===== config.mk =====
export PLATFORM = sky130hd
export DESIGN_NAME = pattern_fifo
export DESIGN_NICKNAME = d
export VERILOG_FILES = /design/src/verilog/test_pattern_frame_timing.v
export VERILOG_INCLUDE_DIRS = /design/src /design/src/common
export SDC_FILE = /design/constraint.sdc
export NUM_CORES = 1
export LEC_CHECK = 0
export BUFFER_PORTS_ARGS = -buffer_cell sky130_fd_sc_hd__buf_2
export CAP_MARGIN = 20
export CORE_ASPECT_RATIO = 0.5
export CORE_MARGIN = 5
export CORE_UTILIZATION = 50
export CTS_CLUSTER_DIAMETER = 150
export DETAILED_ROUTE_END_ITERATION = 10
export PLACE_DENSITY = 0.79
export SYNTH_ARGS = -nofsm -noshare
export SYNTH_HDL_FRONTEND = slang
export SYNTH_SLANG_ARGS = --single-unit

===== constraint.sdc =====
create_clock -name ref_clk -period 2.4 [get_ports ref_clk]
set_input_delay 0.12 -clock ref_clk [delete_from_list [all_inputs] [get_ports ref_clk]]
set_output_delay 0.12 -clock ref_clk [all_outputs]
set_load 0.01 [all_outputs]

===== src/common/pattern_timing_defines.vh =====
`ifndef PATTERN_TIMING_DEFINES_VH
`define PATTERN_TIMING_DEFINES_VH
// ==========================================
// page 0 register offsets
`define OFF_CTL 5'h01
`define OFF_CFG 5'h02
`define OFF_CSI_ID 5'h03
`define OFF_LINE_HIGH 5'h04
`define OFF_LINE_LOW 5'h05
`define OFF_BAR_HIGH 5'h06
`define OFF_BAR_LOW 5'h07
`define OFF_ACT_HIGH 5'h08
`define OFF_ACT_LOW 5'h09
`define OFF_TOT_HIGH 5'h0a
`define OFF_TOT_LOW 5'h0b
`define OFF_PD_HIGH 5'h0c
`define OFF_PD_LOW 5'h0d
`define OFF_VBP 5'h0e
`define OFF_VFP 5'h0f
`define OFF_COLOR_BASE 5'h10
// ==========================================
// reset values
`define RST_CTL 8'h00
`define RST_CFG 8'h33
`define RST_CSI_ID 8'h24
`define RST_LINE_HIGH 8'h07
`define RST_LINE_LOW 8'h80
`define RST_BAR_HIGH 8'h00
`define RST_BAR_LOW 8'hf0
`define RST_ACT_HIGH 8'h01
`define RST_ACT_LOW 8'he0
`define RST_TOT_HIGH 8'h02
`define RST_TOT_LOW 8'h0d
`define RST_PD_HIGH 8'h0c
`define RST_PD_LOW 8'h67
`define RST_VBP 8'h21
`define RST_VFP 8'h0a
`define RST_COLOR0 8'haa
`define RST_COLOR1 8'h33
`define RST_COLOR2 8'hf0
`define RST_COLOR3 8'h7f
`define RST_COLOR4 8'h55
`define RST_COLOR5 8'hcc
`define RST_COLOR6 8'h0f
`define RST_COLOR7 8'h80
// ==========================================
// field positions
`define CTL_ON_BIT 0
`define CFG_FIXED_BIT 7
`define CFG_BARS_HI 5
`define CFG_BARS_LO 4
`define CFG_BLOCK_HI 3
`define CFG_BLOCK_LO 0
// ==========================================
// timing: line period unit and clock period, ns
`define PERIOD_UNIT_NS 10
`define CLK_PERIOD_NS 40
// ==========================================
// stream token kinds and output buffer depth
`define KIND_BYTE 2'b00
`define KIND_LAST 2'b01
`define KIND_FS 2'b10
`define KIND_FE 2'b11
`define FIFO_DEPTH 8
`endif


===== src/verilog/test_pattern_frame_timing.v =====
// Function
// - active line length in bytes from two byte registers, reset 0x0780.
// - bar width in bytes from two byte registers, reset 0x00f0.
// - programmed bar width applies to every bar except the last.
// - last bar runs on to the end of the active line.
// - active lines per frame from two byte registers, reset 480.
// - total lines per frame including blanking, reset 0x020d.
// - line period in 10 ns units, reset 0x0c67 gives 31.75 us.
// - back-porch blank lines between frame start and first video line.
// - front-porch blank lines between last video line and frame end.
// - generator runs only while enable bit is one; resets to zero.
// - pattern select zero gives colour bars, one gives fixed pattern.
// - bar count code 00/01/10/11 gives 1/2/4/8 bars.
// - bar N sends colour N; fixed mode sends colours in sequence.
`timescale 1ns/1ps
`default_nettype none
`include "pattern_timing_defines.vh"

module pattern_fifo #(
   parameter WIDTH = 10,
   parameter DEPTH = 8,
   parameter AW = 3
) (
   input wire ref_clk,
   input wire rst_n,
   input wire in_valid,
   output wire in_ready,
   input wire [WIDTH-1:0] in_data,
   output wire out_valid,
   input wire out_ready,
   output wire [WIDTH-1:0] out_data
);
   reg [WIDTH-1:0] mem [0:DEPTH-1];
   reg [AW:0] wr_ptr_reg;
   reg [AW:0] rd_ptr_reg;
   wire full = (wr_ptr_reg[AW] != rd_ptr_reg[AW]) &&
      (wr_ptr_reg[AW-1:0] == rd_ptr_reg[AW-1:0]);
   wire empty = (wr_ptr_reg == rd_ptr_reg);
   assign in_ready = !full;
   assign out_valid = !empty;
   assign out_data = mem[rd_ptr_reg[AW-1:0]];
   always @(posedge ref_clk) begin
      if (!rst_n) begin
         wr_ptr_reg <= {(AW+1){1'b0}};
         rd_ptr_reg <= {(AW+1){1'b0}};
      end else begin
         if (in_valid && !full) begin
            mem[wr_ptr_reg[AW-1:0]] <= in_data;
            wr_ptr_reg <= wr_ptr_reg + 1'b1;
         end
         if (out_ready && !empty)
            rd_ptr_reg <= rd_ptr_reg + 1'b1;
      end
   end
endmodule


`default_nettype wire

== Yosys cells after proc, flatten, opt, wreduce, memory -nomap -nowiden ==
Memory sizes are Yosys's and may differ from the RTL's. A register that Yosys moved wholly into a read port is not among the register bits.
Cells that the tools add are included.

* $add $sub $neg: 2
* $mul: 0
* Div/mod/pow operators: 0
* $lt $le $gt $ge: 0
* Equal/unequal tests: 3
* Shift-type cells: 0
* Muxes and demuxes: 5
* Bitwise gates (word level): 0
* Reductions and logical operators: 5

{| class="wikitable"
|+ Operators by type and width
! operator !! count
|-
| 4-bit by 1-bit adder with 4-bit output, second input constant || 2
|-
| 3-bit two-way mux || 2
|-
| 4-bit equality test || 1
|-
| 3-bit equality test || 1
|-
| 1-bit logical AND || 3
|-
| 1-bit two-way mux || 3
|-
| 1-bit logical NOT || 2
|-
| 1-bit inequality test || 1
|}

* Register bits: 8
* Latch bits: 0
* Memory bits (writable): 80
* Memory bits (read-only): 0
* Output and inout bits: 12
* Memories kept: 1

{| class="wikitable"
|+ Memory list
! memory !! depth !! width !! rd ports !! clocked after Yosys merged registers in !! wr ports !! RTL line !! text
|-
| mem || 8 || 10 || 1 || 1 || 1 || test_pattern_frame_timing.v:33 || <nowiki>reg [WIDTH-1:0] mem [0:DEPTH-1];</nowiki>
|}

== Longest topological paths before layout ==
Gate-level depths: netlist (run 1).

* Depth in word-level cells: 7
* Depth in mapped cells: 4
* Gate-level depth less buffers: 4

== Worst setup path after synthesis (run 1) ==
OpenSTA, ideal clock, no wires.

* Path kind: reg2reg
* Start point: reg wr_ptr_reg[0]
* End point: mem mem[2][0] (enable)
* Arrival: 1.781 ns
* Data required time: 2.010 ns
* Slack: 0.230 ns
* Cell stages (with the launch flop): 5
* Clock period less this slack: 2.170 ns
* Cells stage by stage: dfxtp_1 > buf_2 > xor2_2 > nor4_2 > nor3_1

* Longest elaborated chain between the ends: 7

{| class="wikitable"
|+ Ends and longest elaborated chain
! item !! RTL line !! text
|-
| start: declaration || test_pattern_frame_timing.v:34 || <nowiki>reg [AW:0] wr_ptr_reg;</nowiki>
|-
| start signal: assignment || test_pattern_frame_timing.v:44 || <nowiki>wr_ptr_reg <= {(AW+1){1'b0}};</nowiki>
|-
| start signal: assignment || test_pattern_frame_timing.v:49 || <nowiki>wr_ptr_reg <= wr_ptr_reg + 1'b1;</nowiki>
|-
| 3-bit equality test || test_pattern_frame_timing.v:37 || <nowiki>(wr_ptr_reg[AW-1:0] == rd_ptr_reg[AW-1:0]);</nowiki>
|-
| 1-bit logical AND || test_pattern_frame_timing.v:36 || <nowiki>wire full = (wr_ptr_reg[AW] != rd_ptr_reg[AW]) &&</nowiki>
|-
| 1-bit logical NOT || test_pattern_frame_timing.v:47 || <nowiki>if (in_valid && !full) begin</nowiki>
|-
| 1-bit logical AND || test_pattern_frame_timing.v:47 ||
|-
| 1-bit two-way mux || test_pattern_frame_timing.v:47 ||
|-
| 1-bit two-way mux || test_pattern_frame_timing.v:43 || <nowiki>if (!rst_n) begin</nowiki>
|-
| 1-bit two-way mux (not written as such) || test_pattern_frame_timing.v:48 || <nowiki>mem[wr_ptr_reg[AW-1:0]] <= in_data;</nowiki>
|-
| end: declaration || test_pattern_frame_timing.v:33 ||
|}

Several ways; a longest one is shown, not always the timed one.

== Final worst setup path (run 1) ==
* Start point: reg wr_ptr_reg[2]
* End point: out in_ready

* Longest elaborated chain between the ends: 3

{| class="wikitable"
|+ Ends and longest elaborated chain
! item !! RTL line !! text
|-
| 3-bit equality test || test_pattern_frame_timing.v:37 ||
|-
| 1-bit logical AND || test_pattern_frame_timing.v:36 ||
|-
| 1-bit logical NOT || test_pattern_frame_timing.v:39 || <nowiki>assign in_ready = !full;</nowiki>
|-
| end: declaration || test_pattern_frame_timing.v:27 || <nowiki>output wire in_ready,</nowiki>
|}

Every way passes these cells.

==> metrics.md, run 1 <==
| Metric | Value |
|---|---|
| Avg Vias per Cell | 5.47 |
| Largest net degree at the start of global routing | 21 |
| Post-synth ARST share | 0% |
| VDD IR-drop max | 358 uV |
| Worst rel slew slack | 37.0% |
| Crit path to | in_ready |
| Worst-Skew Late Latency | 0.34 ns |
| Placed cell count | 323 |
| Fin area | 0.00442 sq mm |
| WL final | around 6500 microns |
| TritonCTS clock tree | done |
| Slew at the pin closest to its max-slew limit | 0.941 ns |
| Total global-route track usage | 15.0% |
| CP endpoint kind | primary output |
| Area after DPL | 0.00410 sq mm |
| Sequential area share after synthesis | between 60% and 70% |
| Final worst slack | 0.187 ns |
| CTS buffer count | 9 |
| Final ANT Viol Nets | 0 |
| Top-area cell type share of the netlist area | 63.2% |
| First-pass GRT wire length | around 11,000 microns |
| Leakage | 0.00147 uW |
| Yosys reg bits | 91 |
| Synthesized area | 0.00380 sq mm |
| CTS sink cnt | 91 |
| CTS clk-pin slew, worst paths | 0.06 ns |
| Area growth, synth to finish | 16.3% |
| CP Class | flop to primary output |
| WP data required | around 2.3 ns |
| Yosys warns | 0 |
| Final hold violations | 0 |
| Final min period | 2.21 ns |
| Power per Cell Area | roughly 800 mW/mm^2 |
| Post-CTS Resized | 0 |
| Synth unique cells | 34 |
| Initial Util | about half |
| Nets@finish | 256 |
| H-tree Lvls | 3 |
| Post-CTS Setup Repair Bufs | 0 |
| I/O Buffers | 25 |
| Top post-synthesis cells by area | edfxtp_1 63%, mux4_2 12%, dfxtp_1 5.8%, mux2_2 3.3%, mux2i_1 2.1% |
| Cts hold-fix bufs | 0 |
| # IOs | 26 |
| DR WL/cell | 19.1 microns |
| Startpoint types | flop |
| Max cap viols | 0 |
| Fraction of layout cells with a size suffix above 1 | 40.4% |
| Max FO, Critical Path | 9 |
| Outcome | finished, final reports clean |
| Post-Syn Area per Cell | 19.2 sq um |
| Die H | around 72 microns |
| Layout Skew | between 0.004 and 0.005 ns |
| Prevailing post-synth register cell | edfxtp_1 |
| Final period util | 92.2% |
| Unrepaired setup endpoints after global routing | false |
| Initial antenna violation count | 1 |
| Total congestion overflow | 0 |
| Rows | 22 |
| Min-Delay Path Class | input pin to flop |
| Max reg flops | 80 |
| Final instance count without filler cells | 341 |
| Die Wd | 133 microns |
| N_diodes | 0 |
| Total number of vias | 1,866 |
| Final slew viol count | 0 |
| Core ar. | 0.00735 sq mm |
| CP Launch Point | wr_ptr_reg[2] |
| EDFF count, synth | 80 |
| Pre-CTS WS | 0.231 ns |
| Reg2Reg Capture Point | mem[2][0] |
| Maximum clock frequency | 452 MHz |
| Dpl hpwl | 4210 microns |
| Die ar. | roughly 0.0095 sq mm |
| Register-to-Register Path Depth | 5 |
| Final setup violation count | 0 |
| Final GP Congestion | 0.784 |
| CTS root buf | clkbuf_16 |
| Setup tns final | 0 ns |
| Reg2reg start | wr_ptr_reg[2] |
| Total chip power | about 3600 uW |
| Reg2reg setup slack | between 0.2 and 0.3 ns |
| Leading area contributor after synthesis | edfxtp_1 |
| Clock Path Buffers | 2 |
| Drt initial violations | 98 |
| Syn Nets | between 200 and 250 |
| Pre-antenna DRT Iters | 4 |
| Residual DRC | 0 |
| Worst path arrival time | between 2 and 2.5 ns |
| Vias in the first global route | 2,052 |
| Cells after Synth | 198 |
## metal layers
layer	vias up	part of all wire, %	track usage [%]
met5	-	0.20	0
met1	940	45	18.7
met3	9	4.7	5.89
met4	2	0.97	4.22
met2	35	49	24.8
li1	880	-	-
## layout by cell type (no fill, tap or decap), types with 6 or more instances in the layout
cell,instances
edfxtp_1,80
mux4_2,20
buf_4,13
mux2_2,11
nand2b_1,6
nand2_1,12
buf_2,25
dfxtp_1,11
mux2i_1,8
clkbuf_16,9
## where the power goes
group	internal [uW]	switching, uW
clock network	813	567
registers	1750	22.1
logic	229	223
## synth_stat cells, drive strengths merged (3+ instances only)
cell type	n
buf	6
clkbuf	3
dfxtp	11
edfxtp	80
mux2	11
mux2i	8
mux4	20
nand2	12
nand2b	6
nand4	3
nor2	3
nor3	5
o41ai	3
xnor2	4
xor2	3
## worst min path at each step
stage | cells past startpoint | slack, ns | end | startpoint
final | 1 | 0.05 | mem[7][1] | in_data[1]
after global routing | 1 | 0.04 | mem[7][1] | in_data[1]
after CTS | 1 | 0.03 | mem[0][1] | in_data[1]
after detailed placement | 1 | 0.39 | mem[5][0] | in_data[0]
after global placement | 1 | 0.38 | mem[4][9] | in_data[9]
after floorplan | 0 | 0.22 | mem[0][0] | in_data[0]
## area by class of cell
type                       instances  area (sq um)
fill                             511          2930
clock buffer                       9           225
tap                               96           120
timing repair buffer              40           245
multi-input combinational         96          1120
inverter                           2          7.51
clock inverter                     7          75.1
sequential                        91          2620
## critical path: stages (launching register included)
cell     delay (ns)
dfxtp_1        0.59
xor2_4         0.14
buf_4          0.19
nor4_2         0.60
inv_1          0.08
buf_2          0.16
## stage by stage
step	util [%]	hold slack, ns
2_1_floorplan	-	0.219
3_3_place_gp	55.7	0.382
3_5_place_dp	55.7	0.392
4_1_cts	59.8	0.0344
5_1_grt	60.1	0.0394
6_report	60.1	0.0458
## logic make-up (layout without fill, tap and decap cells)
group	after synthesis	after routing	share of synthesized area, %
xor+xnor	7	7	2.70
flops	91	91	69.0
compound gates	7	7	2.70
simple gates	41	41	6.29
fa+ha+maj	2	2	0.658
mux	39	39	17.2
buf+inv	11	58	1.42
Power figures use the tool's default switching activity.
==> run 2: changes to the inputs <==
--- a/config.mk
+++ b/config.mk
@@ -8,7 +8,7 @@
 export LEC_CHECK = 0
 export BUFFER_PORTS_ARGS = -buffer_cell sky130_fd_sc_hd__buf_2
 export CAP_MARGIN = 20
-export CORE_ASPECT_RATIO = 0.5
+export CORE_ASPECT_RATIO = 0.6
 export CORE_MARGIN = 5
 export CORE_UTILIZATION = 50
 export CTS_CLUSTER_DIAMETER = 150
==> metrics.md, run 2 (synthesis gave the netlist of run 1 again) <==
| Metric | Value |
|---|---|
| Outcome | finished, final reports clean |
| N_diodes | 0 |
| Worst path arrival time | 2.19 ns |
| Die H | a little under 80 microns |
| Final setup violation count | 0 |
| DR WL/cell | between 15 and 20 microns |
| Final slew viol count | 0 |
| Clock Path Buffers | 2 |
| Pre-antenna DRT Iters | 4 |
| Residual DRC | 0 |
| Final min period | 2.23 ns |
| CTS clk-pin slew, worst paths | 0.06 ns |
| Die ar. | 0.00950 sq mm |
| Max reg flops | 80 |
| Commonest cells after routing, fill and taps aside | 80 x edfxtp_1, 25 x buf_2, 20 x mux4_2 |
| Register Area | 0.00262 sq mm |
| Unrepaired setup endpoints after global routing | false |
| H-tree Lvls | 3 |
| TritonCTS clock tree | done |
| I/O Buffers | 25 |
| Fraction of layout cells with a size suffix above 1 | 40.0% |
| Min-Delay Path Class | input pin to flop |
| Startpoint types | flop |
| CP Launch Point | wr_ptr_reg[2] |
| Reg2reg start | wr_ptr_reg[2] |
| Area growth, synth to finish | 16.7% |
| WL final | a little under 7000 microns |
| Fill cells | approximately 550 |
| Final GP Congestion | 0.804 |
| Slew at the pin closest to its max-slew limit | 0.996 ns |
| Final ANT Viol Nets | 0 |
| Worst rel slew slack | around a third |
| Setup tns final | 0 ns |
| Total global-route track usage | 16.2% |
| Die Wd | 123 microns |
| Initial Util | 51.9% |
| Nets@finish | ~260 |
| Top Layer Used | met4 |
| Total number of vias | ~1,900 |
| Leakage | around 0.0015 uW |
| DRT met1 WL | 3260 microns |
| Total congestion overflow | 0 |
| VDD IR-drop max | 364 uV |
| Layout Skew | 0.00740 ns |
| Dpl hpwl | 4530 microns |
| Final hold violations | 0 |
| Rows | 24 |
| Power per Cell Area | between 800 and 900 mW/mm^2 |
| Met3 WL | 528 microns |
| Largest net degree at the start of global routing | 21 |
| Most common cell after layout, fill and taps aside | edfxtp_1 |
| Hold_ws | 0.0637 ns |
| Reg2reg setup slack | 0.17 ns |
| Cts hold-fix bufs | 0 |
| Max FO, Critical Path | 10 |
| CTS buffer count | 9 |
| Core ar. | ~0.0073 sq mm |
| Total chip power | 3670 uW |
| CTS sink cnt | 91 |
| Final period util | 93.1% |
| Met2 routed WL | 3000 microns |
| CP Class | flop to flop |
| CTS root buf | clkbuf_16 |
| Avg Vias per Cell | 5.48 |
| Reg2Reg Capture Point | mem[0][1] |
| Area of the multi-input gates | 0.00113 sq mm |
| Maximum clock frequency | roughly 450 MHz |
| Worst-Skew Late Latency | 0.33 ns |
| Initial antenna violation count | 0 |
| Post-CTS Setup Repair Bufs | 0 |
| CP endpoint kind | flop |
| Vias in the first global route | just under 2,000 |
| # IOs | 26 |
| First-pass GRT wire length | 11,000 microns |
| Register-to-Register Path Depth | 3 |
| Drt initial violations | 205 |
| Max cap viols | 0 |
| WP data required | approximately 2.4 ns |
| Crit path to | mem[0][1] |
[run 2: worst min-delay path by stage]
stage | from | endpoint | slack, ns | cells after the start
6_report | in_data[6] | mem[2][6] | 0.06 | 1
4_1_cts | in_data[6] | mem[2][6] | 0.05 | 1
3_3_place_gp | in_data[6] | mem[4][6] | 0.39 | 1
3_5_place_dp | in_data[5] | mem[4][5] | 0.41 | 1
2_1_floorplan | in_data[0] | mem[0][0] | 0.22 | 0
5_1_grt | in_data[6] | mem[2][6] | 0.07 | 1
[run 2: area by class of cell]
class	count	area share, %
repair buffers	40	5.36
well taps	104	2.94
clock inverters	6	1.81
multi-input cells	96	25.4
clock buffers	10	5.17
inverters	2	0.169
flip-flops and latches	91	59.2
[run 2: repair_timing]
| action | CTS | global route |
|---|---|---|
| resized for setup | 0 | 1 |
| endpoints found under the setup margin | 0 | 10 |
| hold endpoints to repair | 0 | 0 |
[run 2: stage by stage]
step                      instances  setup slack, ns  util, %  cell area [sq um]
after floorplan                 198            0.230        -               3800
after global placement          333            0.232     56.3               4120
after detailed placement        333           0.0964     56.3               4120
after CTS                       349           0.0886     60.5               4430
after global routing            349           0.0142     60.5               4430
final                           349            0.167     60.5               4430
[run 2: critical path, stage by stage (launching register included)]
cell	delay (ns)
dfxtp_1	0.57
xor2_4	0.32
o41ai_2	0.17
nor2_1	0.79
[run 2: report_power, final]
group | switching [uW] | internal (uW)
Clock | 525 | 902
Sequential | 20.4 | 1760
Combinational | 233 | 230
Total | 779 | 2890
[run 2: metal layers]
layer	up-vias	track usage [%]
li1	878	-
met1	969	24.4
met2	61	22.2
met3	4	5.81
met4	0	4.69
met5	-	0
==> run 3: changes to the inputs <==
--- a/config.mk
+++ b/config.mk
@@ -13,6 +13,7 @@
 export CORE_UTILIZATION = 50
 export CTS_CLUSTER_DIAMETER = 150
 export DETAILED_ROUTE_END_ITERATION = 10
+export GPL_ROUTABILITY_DRIVEN = 0
 export PLACE_DENSITY = 0.79
 export SYNTH_ARGS = -nofsm -noshare
 export SYNTH_HDL_FRONTEND = slang
==> constraint.sdc (replaced) <==
create_clock -name ref_clk -period 2.4 [get_ports ref_clk]
set_input_delay 0.24 -clock ref_clk [delete_from_list [all_inputs] [get_ports ref_clk]]
set_output_delay 0.24 -clock ref_clk [all_outputs]
set_load 0.01 [all_outputs]
==> metrics.md, run 3 (synthesis gave the netlist of run 1 again) <==
| Metric | Value |
|---|---|
| Min-Delay Path Class | input pin to flop |
| Hold path start | in_data[6] |
| Slowest-stage cell, CP | nor2_1 |
| Total congestion overflow | 0 |
| Largest net degree at the start of global routing | 21 |
| Cts hold-fix bufs | 0 |
| Fraction of layout cells with a size suffix above 1 | 39.6% |
| CP Class | flop to flop |
| Final period util | between 90% and 100% |
| CTS clk-pin slew, worst paths | about 0.060 ns |
| Layout Skew | 0.00574 ns |
| Die Wd | around 120 microns |
| CTS root buf | clkbuf_16 |
| Final min period | around 2.3 ns |
| Unrepaired setup endpoints after global routing | false |
| Post-CTS Setup Repair Bufs | 0 |
| Max FO, Critical Path | 10 |
| WHS Path Cells | 1 |
| Final worst slack | 0.136 ns |
| CTS buffer count | 9 |
| Cell chain of the critical path | xor2_4 > o41ai_2 > nor2_1 |
| Reg2Reg Capture Point | mem[0][0] |
| WP data required | 2.35 ns |
| # IOs | 26 |
| Die H | 77.5 microns |
| Fin area | around 0.0044 sq mm |
| Post-layout util | 60.5% |
| Rows | 24 |
| Drt initial violations | 196 |
| Leakage | ~0.0015 uW |
| Fill cells | 549 |
| Max cap viols | 0 |
| Most common cell after layout, fill and taps aside | edfxtp_1 |
| Worst rel slew slack | 29.6% |
| Total global-route track usage | 15.8% |
| Nets@finish | 256 |
| First-pass GRT wire length | 10,700 microns |
| Core ar. | 0.00733 sq mm |
| Vias in the first global route | around 1,900 |
| VDD IR-drop max | ~460 uV |
| Pre-antenna DRT Iters | 4 |
| Worst Hold End | mem[5][6] |
| Initial Util | between 50% and 60% |
| Final setup violation count | 0 |
| TritonCTS clock tree | done |
| Residual DRC | 0 |
| Final slew viol count | 0 |
| Dpl hpwl | about 4400 microns |
| WL final | between 6000 and 7000 microns |
| Setup tns final | 0 ns |
| Initial antenna violation count | 0 |
| Reg2reg start | wr_ptr_reg[2] |
| Die ar. | 0.00950 sq mm |
| Buffers & Inverters on Critical Path | 0 |
| Avg Vias per Cell | roughly 5.4 |
| Post-CTS Resized | 0 |
| Startpoint types | flop |
| Area after DPL | 0.00413 sq mm |
| CP max stage delay | 0.82 ns |
| Clock Path Buffers | 2 |
| Area growth, synth to finish | 16.7% |
| CP top delay family | simple AND/OR/NAND/NOR gates |
| Maximum clock frequency | between 400 and 500 MHz |
| Outcome | finished, final reports clean |
| DR WL/cell | 19.3 microns |
| N_diodes | 0 |
| Pre-CTS WS | between 0.15 and 0.2 ns |
| Worst path arrival time | 2.22 ns |
| Worst-Skew Late Latency | 0.34 ns |
| CP endpoint kind | flop |
| Total chip power | 3640 uW |
| Reg2reg setup slack | approximately 0.14 ns |
| Final hold violations | 0 |
| Final ANT Viol Nets | 0 |
| Register-to-Register Path Depth | 3 |
| Power per Cell Area | between 800 and 900 mW/mm^2 |
| I/O Buffers | 25 |
| CTS sink cnt | 91 |
| Commonest cells after routing, fill and taps aside | 80 x edfxtp_1, 25 x buf_2, 20 x mux4_2 |
| Slew at the pin closest to its max-slew limit | 1.05 ns |
| H-tree Lvls | 3 |
| Total number of vias | between 1,500 and 2,000 |
| Max reg flops | 80 |
==> run 3: metal layers <==
metal,GRT usage [%],vias up,share of wire [%]
met5,0,-,0
met3,7.12,8,7.6
li1,-,887,-
met1,24.5,946,50
met2,20.3,45,42
met4,3.69,0,0.89
==> run 3: worst max-delay path by stage <==
| stage | cells after the start | start | end |
|---|---|---|---|
| finish | 3 | wr_ptr_reg[2] | mem[0][0] |
| global route | 3 | wr_ptr_reg[2] | mem[0][0] |
| CTS | 3 | wr_ptr_reg[2] | mem[0][0] |
| detailed placement | 3 | wr_ptr_reg[2] | mem[0][0] |
| global placement | 3 | wr_ptr_reg[2] | mem[0][0] |
| floorplan | 4 | wr_ptr_reg[0] | mem[2][0] |
==> run 3: cell type report <==
cell class | count | area, sq um | area share, %
clock buffers | 14 | 264 | 5.96
clock inverters | 2 | 35.0 | 0.790
inverters | 2 | 7.51 | 0.169
multi-input cells | 96 | 1120 | 25.3
flip-flops and latches | 91 | 2620 | 59.2
well taps | 104 | 130 | 2.94
repair buffers | 40 | 250 | 5.64
==> run 3: worst reg2reg max path: cells and delay by family, from the launching register on <==
| kind | cells | cell delay (ns) |
|---|---|---|
| AO/OA/AOI/OAI | 1 | 0.17 |
| XOR/XNOR | 1 | 0.32 |
| flip-flops | 1 | 0.56 |
| AND/OR/NAND/NOR | 1 | 0.83 |
==> run 3: metrics by stage <==
step / instances / hold WS (ns)
global route: 349 / 0.178
global placement: 333 / 0.513
CTS: 349 / 0.160
detailed placement: 333 / 0.515
floorplan: 198 / 0.339
finish: 349 / 0.172
==> run 3: power breakdown <==
group / total (uW) / switching (uW) / internal [uW]
clock: 1390 / 529 / 862
combinational: 474 / 233 / 241
sequential: 1780 / 22.7 / 1760
